[src/design/ddt_pkg.sv]
package ddt_pkg;
  // Register selects for the processor core's nibble writes.
  localparam logic [2:0] REG_T0_PRESET_LO = 3'h0;
  localparam logic [2:0] REG_T0_PRESET_HI = 3'h1;
  localparam logic [2:0] REG_T0_MODE      = 3'h2;
  localparam logic [2:0] REG_T1_PRESET_LO = 3'h3;
  localparam logic [2:0] REG_T1_PRESET_HI = 3'h4;
  localparam logic [2:0] REG_T1_MODE      = 3'h5;

  // Mode register field positions.
  localparam int MODE_PRESCALE_BIT = 0;
  localparam int MODE_SUBOSC_BIT   = 1;
  localparam int MODE_TONE_BIT     = 2;
  localparam int MODE_RUN_BIT      = 3;

  // Prescale factors.
  localparam int T0_DIV_FAST = 4;
  localparam int T0_DIV_SLOW = 1024;
  localparam int T1_DIV_SLOW = 64;
  localparam int PRE_WIDTH   = 10;

  // Reset values and the count left by an underflow.
  localparam logic [3:0] MODE_RESET  = 4'h0;
  localparam logic [7:0] COUNT_RESET = 8'h00;
  localparam logic [7:0] COUNT_UNDER = 8'hFF;

  // Event flag bit positions shared with enable masks.
  localparam int EVT_T0_BIT = 1;
  localparam int EVT_T1_BIT = 7;
endpackage : ddt_pkg
[src/design/ddt_dual_down_timer.sv]
`timescale 1ns/1ps
module ddt_dual_down_timer (
  input  wire logic                 mclk,
  input  wire logic                 sys_rst,
  input  wire logic                 regWrite,
  input  wire logic [2:0]           regSel,
  input  wire logic [3:0]           regData,
  input  wire logic                 evtClear1,
  input  wire logic                 evtClear7,
  input  wire logic                 intEnable1,
  input  wire logic                 intEnable7,
  input  wire logic                 holdEnable1,
  input  wire logic                 holdEnable7,
  input  wire logic                 subOscTick,
  input  wire logic                 waveGenOut,
  output logic                      eventFlag1,
  output logic                      eventFlag7,
  output logic                      intRequest,
  output logic                      holdRelease,
  output logic                      multiFunctionOutputPin,
  output logic [7:0]                firstCount,
  output logic [7:0]                reloadCount
);
  import ddt_pkg::*;

  // Width of the second timer's own divide-by-64 stage.
  localparam int T1_PRE_W = $clog2(T1_DIV_SLOW);

  typedef struct packed {
    logic [PRE_WIDTH-1:0] pre0;
    logic [T1_PRE_W-1:0]  pre1;
    logic [7:0]           cnt0;
    logic [3:0]           mode0;
    logic                 evf1;
    logic [7:0]           buf1;
    logic [7:0]           cnt1;
    logic [3:0]           mode1;
    logic                 evf7;
    logic                 tone;
  } ddt_state_s;

  ddt_state_s st_q;
  ddt_state_s st_d;

  logic tick0;
  logic tick1;
  logic wr0Lo;
  logic wr0Hi;
  logic wr0Mode;
  logic wr1Lo;
  logic wr1Hi;
  logic wr1Mode;
  logic under0;
  logic under1;

  // Decode of a write to one register select.
  function automatic logic selHit(input logic w, input logic [2:0] s, input logic [2:0] r);
    return w && (s == r);
  endfunction : selHit

  // True when a prescaler count has reached the last state of its period.
  function automatic logic preDone(input logic [PRE_WIDTH-1:0] c, input int div);
    return c == PRE_WIDTH'(div - 1);
  endfunction : preDone

  assign wr0Lo   = selHit(regWrite, regSel, REG_T0_PRESET_LO);
  assign wr0Hi   = selHit(regWrite, regSel, REG_T0_PRESET_HI);
  assign wr0Mode = selHit(regWrite, regSel, REG_T0_MODE);
  assign wr1Lo   = selHit(regWrite, regSel, REG_T1_PRESET_LO);
  assign wr1Hi   = selHit(regWrite, regSel, REG_T1_PRESET_HI);
  assign wr1Mode = selHit(regWrite, regSel, REG_T1_MODE);

  // Each timer owns its prescaler, cleared on every start; only the first timer's is also cleared on a preset write.
  // A shared free-running divider would save flops but let the first tick come early,
  // which would cut the interval below (preset+1) times the prescale factor.
  always_comb begin
    tick0 = 1'b0;
    tick1 = 1'b0;
    if (st_q.mode0[MODE_RUN_BIT]) begin
      if (st_q.mode0[MODE_PRESCALE_BIT]) begin
        tick0 = preDone(st_q.pre0, T0_DIV_SLOW);
      end else begin
        tick0 = preDone(st_q.pre0, T0_DIV_FAST);
      end
    end
    if (st_q.mode1[MODE_SUBOSC_BIT]) begin
      tick1 = subOscTick;
    end else if (st_q.mode1[MODE_PRESCALE_BIT]) begin
      tick1 = (st_q.pre1 == T1_PRE_W'(T1_DIV_SLOW - 1));
    end else begin
      tick1 = 1'b1;
    end
  end

  assign under0 = st_q.mode0[MODE_RUN_BIT] && tick0 && (st_q.cnt0 == COUNT_RESET);
  assign under1 = st_q.mode1[MODE_RUN_BIT] && tick1 && (st_q.cnt1 == COUNT_RESET);

  // Next-state logic for both timers.
  always_comb begin
    st_d = st_q;
    // Prescalers advance only while their timer runs and wrap on their own tick.
    if (st_q.mode0[MODE_RUN_BIT]) begin
      st_d.pre0 = tick0 ? '0 : st_q.pre0 + PRE_WIDTH'(1);
    end
    if (st_q.mode1[MODE_RUN_BIT] && !st_q.mode1[MODE_SUBOSC_BIT]) begin
      st_d.pre1 = tick1 ? '0 : st_q.pre1 + T1_PRE_W'(1);
    end
    // Flag clears lose to a same-cycle underflow so no event is dropped.
    if (evtClear1) begin
      st_d.evf1 = 1'b0;
    end
    if (evtClear7) begin
      st_d.evf7 = 1'b0;
    end
    // First timer.
    if (wr0Lo || wr0Hi) begin
      st_d.mode0[MODE_RUN_BIT] = 1'b0;
      st_d.pre0 = '0;
      if (wr0Lo) begin
        st_d.cnt0[3:0] = regData;
      end else begin
        st_d.cnt0[7:4] = regData;
      end
    end else if (wr0Mode) begin
      st_d.mode0 = {regData[MODE_RUN_BIT], 2'b00, regData[MODE_PRESCALE_BIT]};
      st_d.pre0 = '0;
      if (regData[MODE_RUN_BIT]) begin
        st_d.evf1 = 1'b0;
      end
    end else if (st_q.mode0[MODE_RUN_BIT] && tick0) begin
      st_d.cnt0 = st_q.cnt0 - 8'h01;
      if (under0) begin
        st_d.mode0[MODE_RUN_BIT] = 1'b0;
        st_d.evf1 = 1'b1;
      end
    end
    // Second timer.
    if (wr1Lo || wr1Hi) begin
      st_d.mode1[MODE_RUN_BIT] = 1'b0;
      if (wr1Lo) begin
        st_d.buf1[3:0] = regData;
      end else begin
        st_d.buf1[7:4] = regData;
      end
    end else if (wr1Mode) begin
      st_d.mode1 = regData;
      st_d.pre1 = '0;
      if (regData[MODE_RUN_BIT]) begin
        st_d.cnt1 = st_q.buf1;
        st_d.evf7 = 1'b0;
      end
    end else if (st_q.mode1[MODE_RUN_BIT] && tick1) begin
      if (under1) begin
        st_d.cnt1 = st_q.buf1;
        st_d.evf7 = 1'b1;
        st_d.tone = ~st_q.tone;
      end else begin
        st_d.cnt1 = st_q.cnt1 - 8'h01;
      end
    end
  end

  // Single state register.
  always_ff @(posedge mclk) begin
    if (sys_rst) begin
      st_q <= '0;
      st_q.mode0 <= MODE_RESET;
      st_q.mode1 <= MODE_RESET;
    end else begin
      st_q <= st_d;
    end
  end

  // Outputs; the enables are masks owned by the interrupt controller.
  assign eventFlag1  = st_q.evf1;
  assign eventFlag7  = st_q.evf7;
  assign intRequest  = (st_q.evf1 && intEnable1) || (st_q.evf7 && intEnable7);
  assign holdRelease = (st_q.evf1 && holdEnable1) || (st_q.evf7 && holdEnable7);
  assign multiFunctionOutputPin = st_q.mode1[MODE_TONE_BIT] ? st_q.tone : waveGenOut;
  assign firstCount  = st_q.cnt0;
  assign reloadCount = st_q.cnt1;
endmodule : ddt_dual_down_timer

[config.mk]
export PLATFORM = sky130hd
export DESIGN_NAME = ddt_dual_down_timer
export DESIGN_NICKNAME = d
export VERILOG_FILES = /design/src/design/ddt_pkg.sv /design/src/design/ddt_dual_down_timer.sv
export SDC_FILE = /design/constraint.sdc
export NUM_CORES = 1
export LEC_CHECK = 0
export BUFFER_PORTS_ARGS = -buffer_cell sky130_fd_sc_hd__buf_2
export CORE_ASPECT_RATIO = 0.5
export CORE_UTILIZATION = 35
export CTS_CLUSTER_SIZE = 25
export DETAILED_ROUTE_END_ITERATION = 8
export GPL_TIMING_DRIVEN = 0
export PLACE_DENSITY_LB_ADDON = 0.12
export SYNTH_ARGS = -nofsm -noshare
export SYNTH_HDL_FRONTEND = slang
export SYNTH_SLANG_ARGS = --single-unit
[constraint.sdc]
create_clock -name mclk -period 5.1 [get_ports mclk]
set_clock_uncertainty 0.1 [all_clocks]
set_input_delay 1.02 -clock mclk [delete_from_list [all_inputs] [get_ports mclk]]
set_output_delay 1.02 -clock mclk [all_outputs]
set_load 0.05 [all_outputs]
==> results of run 1 <==
per-layer routing:
layer,global-route usage [%],vias up,share of wire (%),wire length [um]
met5,0,-,0,0
met4,6.62,0,2.2,153
met3,4.80,18,4.1,282
met2,28.2,53,43,2960
met1,23.7,1152,51,3560
li1,-,1264,-,-
stage by stage:
stage	instances	setup slack, ns	hold slack [ns]	util (%)
2_1_floorplan	331	2.54	0.341	-
3_3_place_gp	475	2.32	0.354	41.4
3_5_place_dp	475	2.25	0.364	41.4
4_1_cts	483	2.41	0.374	43.6
5_1_grt	483	2.40	0.402	43.6
6_report	483	2.41	0.375	43.6
sequential cells by signal (all words and copies together), names as in the netlist:
signal	count
eventFlag1	1
reloadCount	8
eventFlag7	1
st_q	31
firstCount	8
worst max-delay path, cell delays in order:
cell    delay [ns]
buf_2         0.09
mux2_2        0.24
buf_2         0.21
worst min-delay path by stage:
stage / start / end / slack, ns / cells past startpoint
3_3_place_gp: st_q[4] / st_q[4] / 0.35 / 2
5_1_grt: st_q[23] / st_q[23] / 0.40 / 2
2_1_floorplan: st_q[4] / st_q[4] / 0.34 / 2
4_1_cts: st_q[4] / st_q[4] / 0.37 / 2
3_5_place_dp: st_q[4] / st_q[4] / 0.36 / 2
6_report: st_q[4] / st_q[4] / 0.37 / 2
cells in the final DEF (no fill, tap or decap), types with 5 or more instances in the layout:
master / n
xor2_1: 8
buf_2: 36
buf_6: 5
a21oi_1: 23
nor4_1: 5
nor3_1: 15
nand2b_1: 5
nand2_1: 32
nor2_1: 36
o32ai_1: 6
nand4_1: 5
o21ai_0: 10
nand3_1: 8
dfxtp_1: 49
inv_1: 13
ha_1: 6
buf_4: 17
clkbuf_16: 5
mux2i_1: 14
area by class of cell:
cell class	count	area (um2)	area share, %
buffer	28	219	6.68
clock buffer	5	125	3.82
clock inverter	3	43.8	1.34
inverter	13	48.8	1.49
multi-input combinational	241	1550	47.1
sequential	49	981	29.9
tap	108	135	4.12
timing repair buffer	36	180	5.50
logic make-up (layout without fill, tap and decap cells):
group	after synthesis	count (layout)	share of synthesized area, %
buffers and inverters	41	85	9.58
adders and majority gates	6	6	2.69
muxes	16	16	5.82
xor gates and xnor gates	11	11	3.45
and+or+nand+nor	137	137	25.3
DFF	49	49	35.1
AOI/OAI and AO/OA	71	71	18.0
report_power, final:
group / total [mW] / switching (mW) / internal (mW)
sequential: 0.400 / 0.00980 / 0.390
clock: 0.384 / 0.152 / 0.232
combinational: 0.133 / 0.0816 / 0.0510
total: 0.917 / 0.243 / 0.674
==> reports/metrics.yaml, run 1 <==
outcome: "finished clean"
synth-seq-cells: 49
hp-class: "reg2reg"
synthArstFlopShare_pct: 0
syn_avg_cell_area_um2: 8.44
clkTransAtPathRegs_ns: 0.07
synth_most_common_cell: "dfxtp_1"
crit_path_start_kind: "input pin"
tritoncts: "built"
r2r-end: "reloadCount[5]"
placed_cell_area_um2: 3110
coreArea_um2: 7510
dieArea_um2: 8370
cp-endpoint: "multiFunctionOutputPin"
finalSetupViolations: 0
drive_gt1_share_pct: 21.9
grt_use_total_pct: 18.0
cp.required_ns: 3.98
seq_area_frac_synth_pct: 35.1
synth_top_area_share_pct: 35.1
clk_latency_ns: 0.29
viasPerCell: 5.15
routed-via-count: 2487
critPathCaptureType: "primary output"
yosysUniqueCellTypes: 58
row_count: 22
slew_violations: 0
grt_pass1_vias: 2398
die_height_um: 65.2
synth_ff_type: "dfxtp_1"
pin_count: 39
ctsHoldBuffers: 0
syn_to_final_growth_pct: 17.3
worstSetupStartpoint: "waveGenOut"
wl_um: 6960
port_buffers: 36
synth_nets: 355
cap_violations: 0
synthTopCellsByCount: "dfxtp_1, nor2_1, nand2_1, a21oi_1, buf_4"
cts_buffers: 5
antenna_cells: 0
antenna_left: 0
hold_violations: 0
netlist_instances: 331
cts_resized: 0
power-per-cell-area_nw_per_um2: 280
path_max_fanout: 1
fmax_mhz: 372
first_pass_iters: 4
r2r_start: "reloadCount[0]"
netlist_area_um2: 2790
n_fill_cell: 734
cts_setup_buffers: 0
path_class: "in2out"
dp_hpwl_um: 5130
reg2reg_slack_ns: 2.77
period_share_pct: 52.7
overflow: 0
yosys-top-cells-area: "dfxtp_1, mux2i_1, nor2_1"
worst_pin_slew_ns: 0.630
finalWeightedCongestion: 0.814
tns_ns: 0
yosysTopAreaCell: "dfxtp_1"
yosysWarnings: 0
htreeDepth: 2
ir_worst_vdd_mv: 0.127
wl_per_cell_um: 14.4
postLayoutCellArea_um2: 3280
cts.sinks: 49
r2r_cells: 8
dr.first_iter.drc_count: 115
root_buffer: "clkbuf_16"
drcViolationCount: 0
p_leak_nw: 1.37
grt_max_degree: 17
grt_antenna_before_repair: 0
clockBufferDepth: 2
fp.dieW_um: 128
rsz0062_at_grt: "no"
layout.nets: 398
max-slew-margin-rel_pct: 58.0
grt_pass1_wl_um: 11600
synth_edf_count: 0
p_total_uw: 917
start_util_pct: 37.2
min_period_ns: 2.69
critPathArrivalTime_ns: 1.57
No activity file was read; power rests on OpenSTA's default activity.
==> run 2, diff against run 1 <==
Clock period 5.1 ns to 2.3 ns, I/O delays scaled along.
==> reports/metrics.yaml, run 2 (synthesis results as in run 1) <==
outcome: "finished clean"
tritoncts: "built"
period_share_pct: 96.9
viasPerCell: 5.15  # about the same
grt_antenna_before_repair: 0  # unchanged
antenna_cells: 0  # unchanged
ir_worst_vdd_mv: 0.284  # +120%
slew_violations: 0  # unchanged
htreeDepth: 2  # unchanged
clkTransAtPathRegs_ns: 0.07  # about the same
dpl.cell_count: 475  # unchanged
tns_ns: 0  # unchanged
p_leak_nw: 1.39  # +1.2%
critPathCaptureType: "register"
finalSetupViolations: 0  # unchanged
clockBufferDepth: 2  # unchanged
placed_cell_area_um2: 3110  # unchanged
hp-class: "in2reg"
max-slew-margin-rel_pct: 57.6  # -0.43 points
first_pass_iters: 4  # unchanged
clk_latency_ns: 0.29  # about the same
dieArea_um2: 8370  # unchanged
grt_pass1_vias: 2393  # -0.21%
critPathTopFamily: "compound AO/OA/AOI/OAI gates"
syn_to_final_growth_pct: 18.3
layout_common_cells: "dfxtp_1, nor2_1, buf_2"
cts.sinks: 49  # unchanged
grt_pass1_wl_um: 11600  # -0.12%
critPathArrivalTime_ns: 2.30  # +0.73 ns
wl_um: 6970  # +0.14%
hold_violations: 0  # unchanged
antenna_left: 0  # unchanged
layout.cells.non_filler: 484  # +0.21%
worst_pin_slew_ns: 0.636  # +0.00642 ns
cts_buffers: 5  # unchanged
dr.first_iter.drc_count: 102  # -11%
final_common_cell: "dfxtp_1"
cp.required_ns: 2.37  # -1.61 ns
hold_slack_ns: 0.344  # -0.0302 ns
largest_reg_flops: 31  # unchanged
start_util_pct: 37.2  # unchanged
critPathBufInv: 2  # unchanged
root_buffer: "clkbuf_16"
layout.nets: 399  # +0.25%
dp_hpwl_um: 5130  # unchanged
n_fill_cell: 732  # -0.27%
die_height_um: 65.2  # unchanged
drcViolationCount: 0  # unchanged
power-per-cell-area_nw_per_um2: 617  # +120%
p_total_mw: 2.04  # +120%
port_buffers: 36  # unchanged
pin_count: 39  # unchanged
row_count: 22  # unchanged
routed-via-count: 2492  # +0.20%
path_max_fanout: 7  # +6
cap_violations: 0  # unchanged
grt_max_degree: 17  # unchanged
path_class: "reg2reg"
drive_gt1_share_pct: 22.3  # +0.47 points
finalWeightedCongestion: 0.814  # unchanged
cp_slowest_cell: "a2111oi_1"
min_period_ns: 2.23
fmax_mhz: 448
grt_use_total_pct: 18.0  # -0.018 points
postLayoutCellArea_um2: 3310  # +0.84%
fp.dieW_um: 128  # unchanged
reg2reg_slack_ns: 0.07  # -2.70 ns
wl_per_cell_um: 14.4  # about the same
overflow: 0  # unchanged
rsz0062_at_grt: "yes"
top_register: "st_q"
coreArea_um2: 7510  # unchanged
max_stage_delay_ns: 0.42  # +0.18 ns
worstPathCellList: "inv_1 -> ha_1 -> nor4b_4 -> a31oi_4 -> a31o_4 -> buf_8 -> mux2i_1 -> a2111oi_1"
crit_path_start_kind: "register"
-- run 2: through the flow --
| step | util, % | setup slack (ns) |
|---|---|---|
| 5_1_grt | 44.0 | -0.0271 |
| 3_5_place_dp | 41.4 | -0.0171 |
| 2_1_floorplan | - | 0.315 |
| 6_report | 44.0 | 0.0702 |
| 4_1_cts | 43.7 | 0.0195 |
| 3_3_place_gp | 41.4 | 0.0765 |
-- run 2: repair_timing --
action | CTS | global route
buffers inserted | 0 | 1
hold buffers | 0 | 0
endpoints found under the setup margin | 2 | 8
resized for setup | 1 | 2
pin swaps | 0 | 1
-- run 2: final timing paths --
kind,cells past startpoint,startpoint,endpoint
max,8,reloadCount[0],reloadCount[5]
min,4,evtClear1,eventFlag1
max reg2reg,8,reloadCount[0],reloadCount[5]
min reg2reg,2,st_q[4],st_q[4]
-- run 2: worst reg2reg max path, stage by stage, from the launching register on --
cell,delay (ns)
dfxtp_1,0.35
inv_1,0.11
ha_1,0.18
nor4b_4,0.30
a31oi_4,0.15
a31o_4,0.25
buf_8,0.14
mux2i_1,0.11
a2111oi_1,0.42
-- run 2: power breakdown --
part / leakage [nW] / internal, mW / total (mW) / switching [mW]
clock: 0.0842 / 0.516 / 0.854 / 0.339
sequential: 0.396 / 0.865 / 0.887 / 0.0224
combinational: 0.909 / 0.116 / 0.297 / 0.182
-- run 2: layer usage --
metal,global-route usage (%),vias to the layer above,share of wire (%)
met5,0,-,0
met4,6.62,0,2.3
met3,4.80,19,4.5
met2,28.2,62,43
met1,23.7,1144,50
li1,-,1267,-
-- run 2: cell type report --
| class | instances | area (um2) | area share (%) |
|---|---|---|---|
| Multi-Input combinational cell | 241 | 1570 | 47.4 |
| Sequential cell | 49 | 981 | 29.7 |
| Buffer | 28 | 219 | 6.62 |
| Timing Repair Buffer | 37 | 188 | 5.68 |
| Tap cell | 108 | 135 | 4.09 |
| Clock buffer | 5 | 125 | 3.79 |
| Inverter | 13 | 48.8 | 1.48 |
| Clock inverter | 3 | 43.8 | 1.32 |
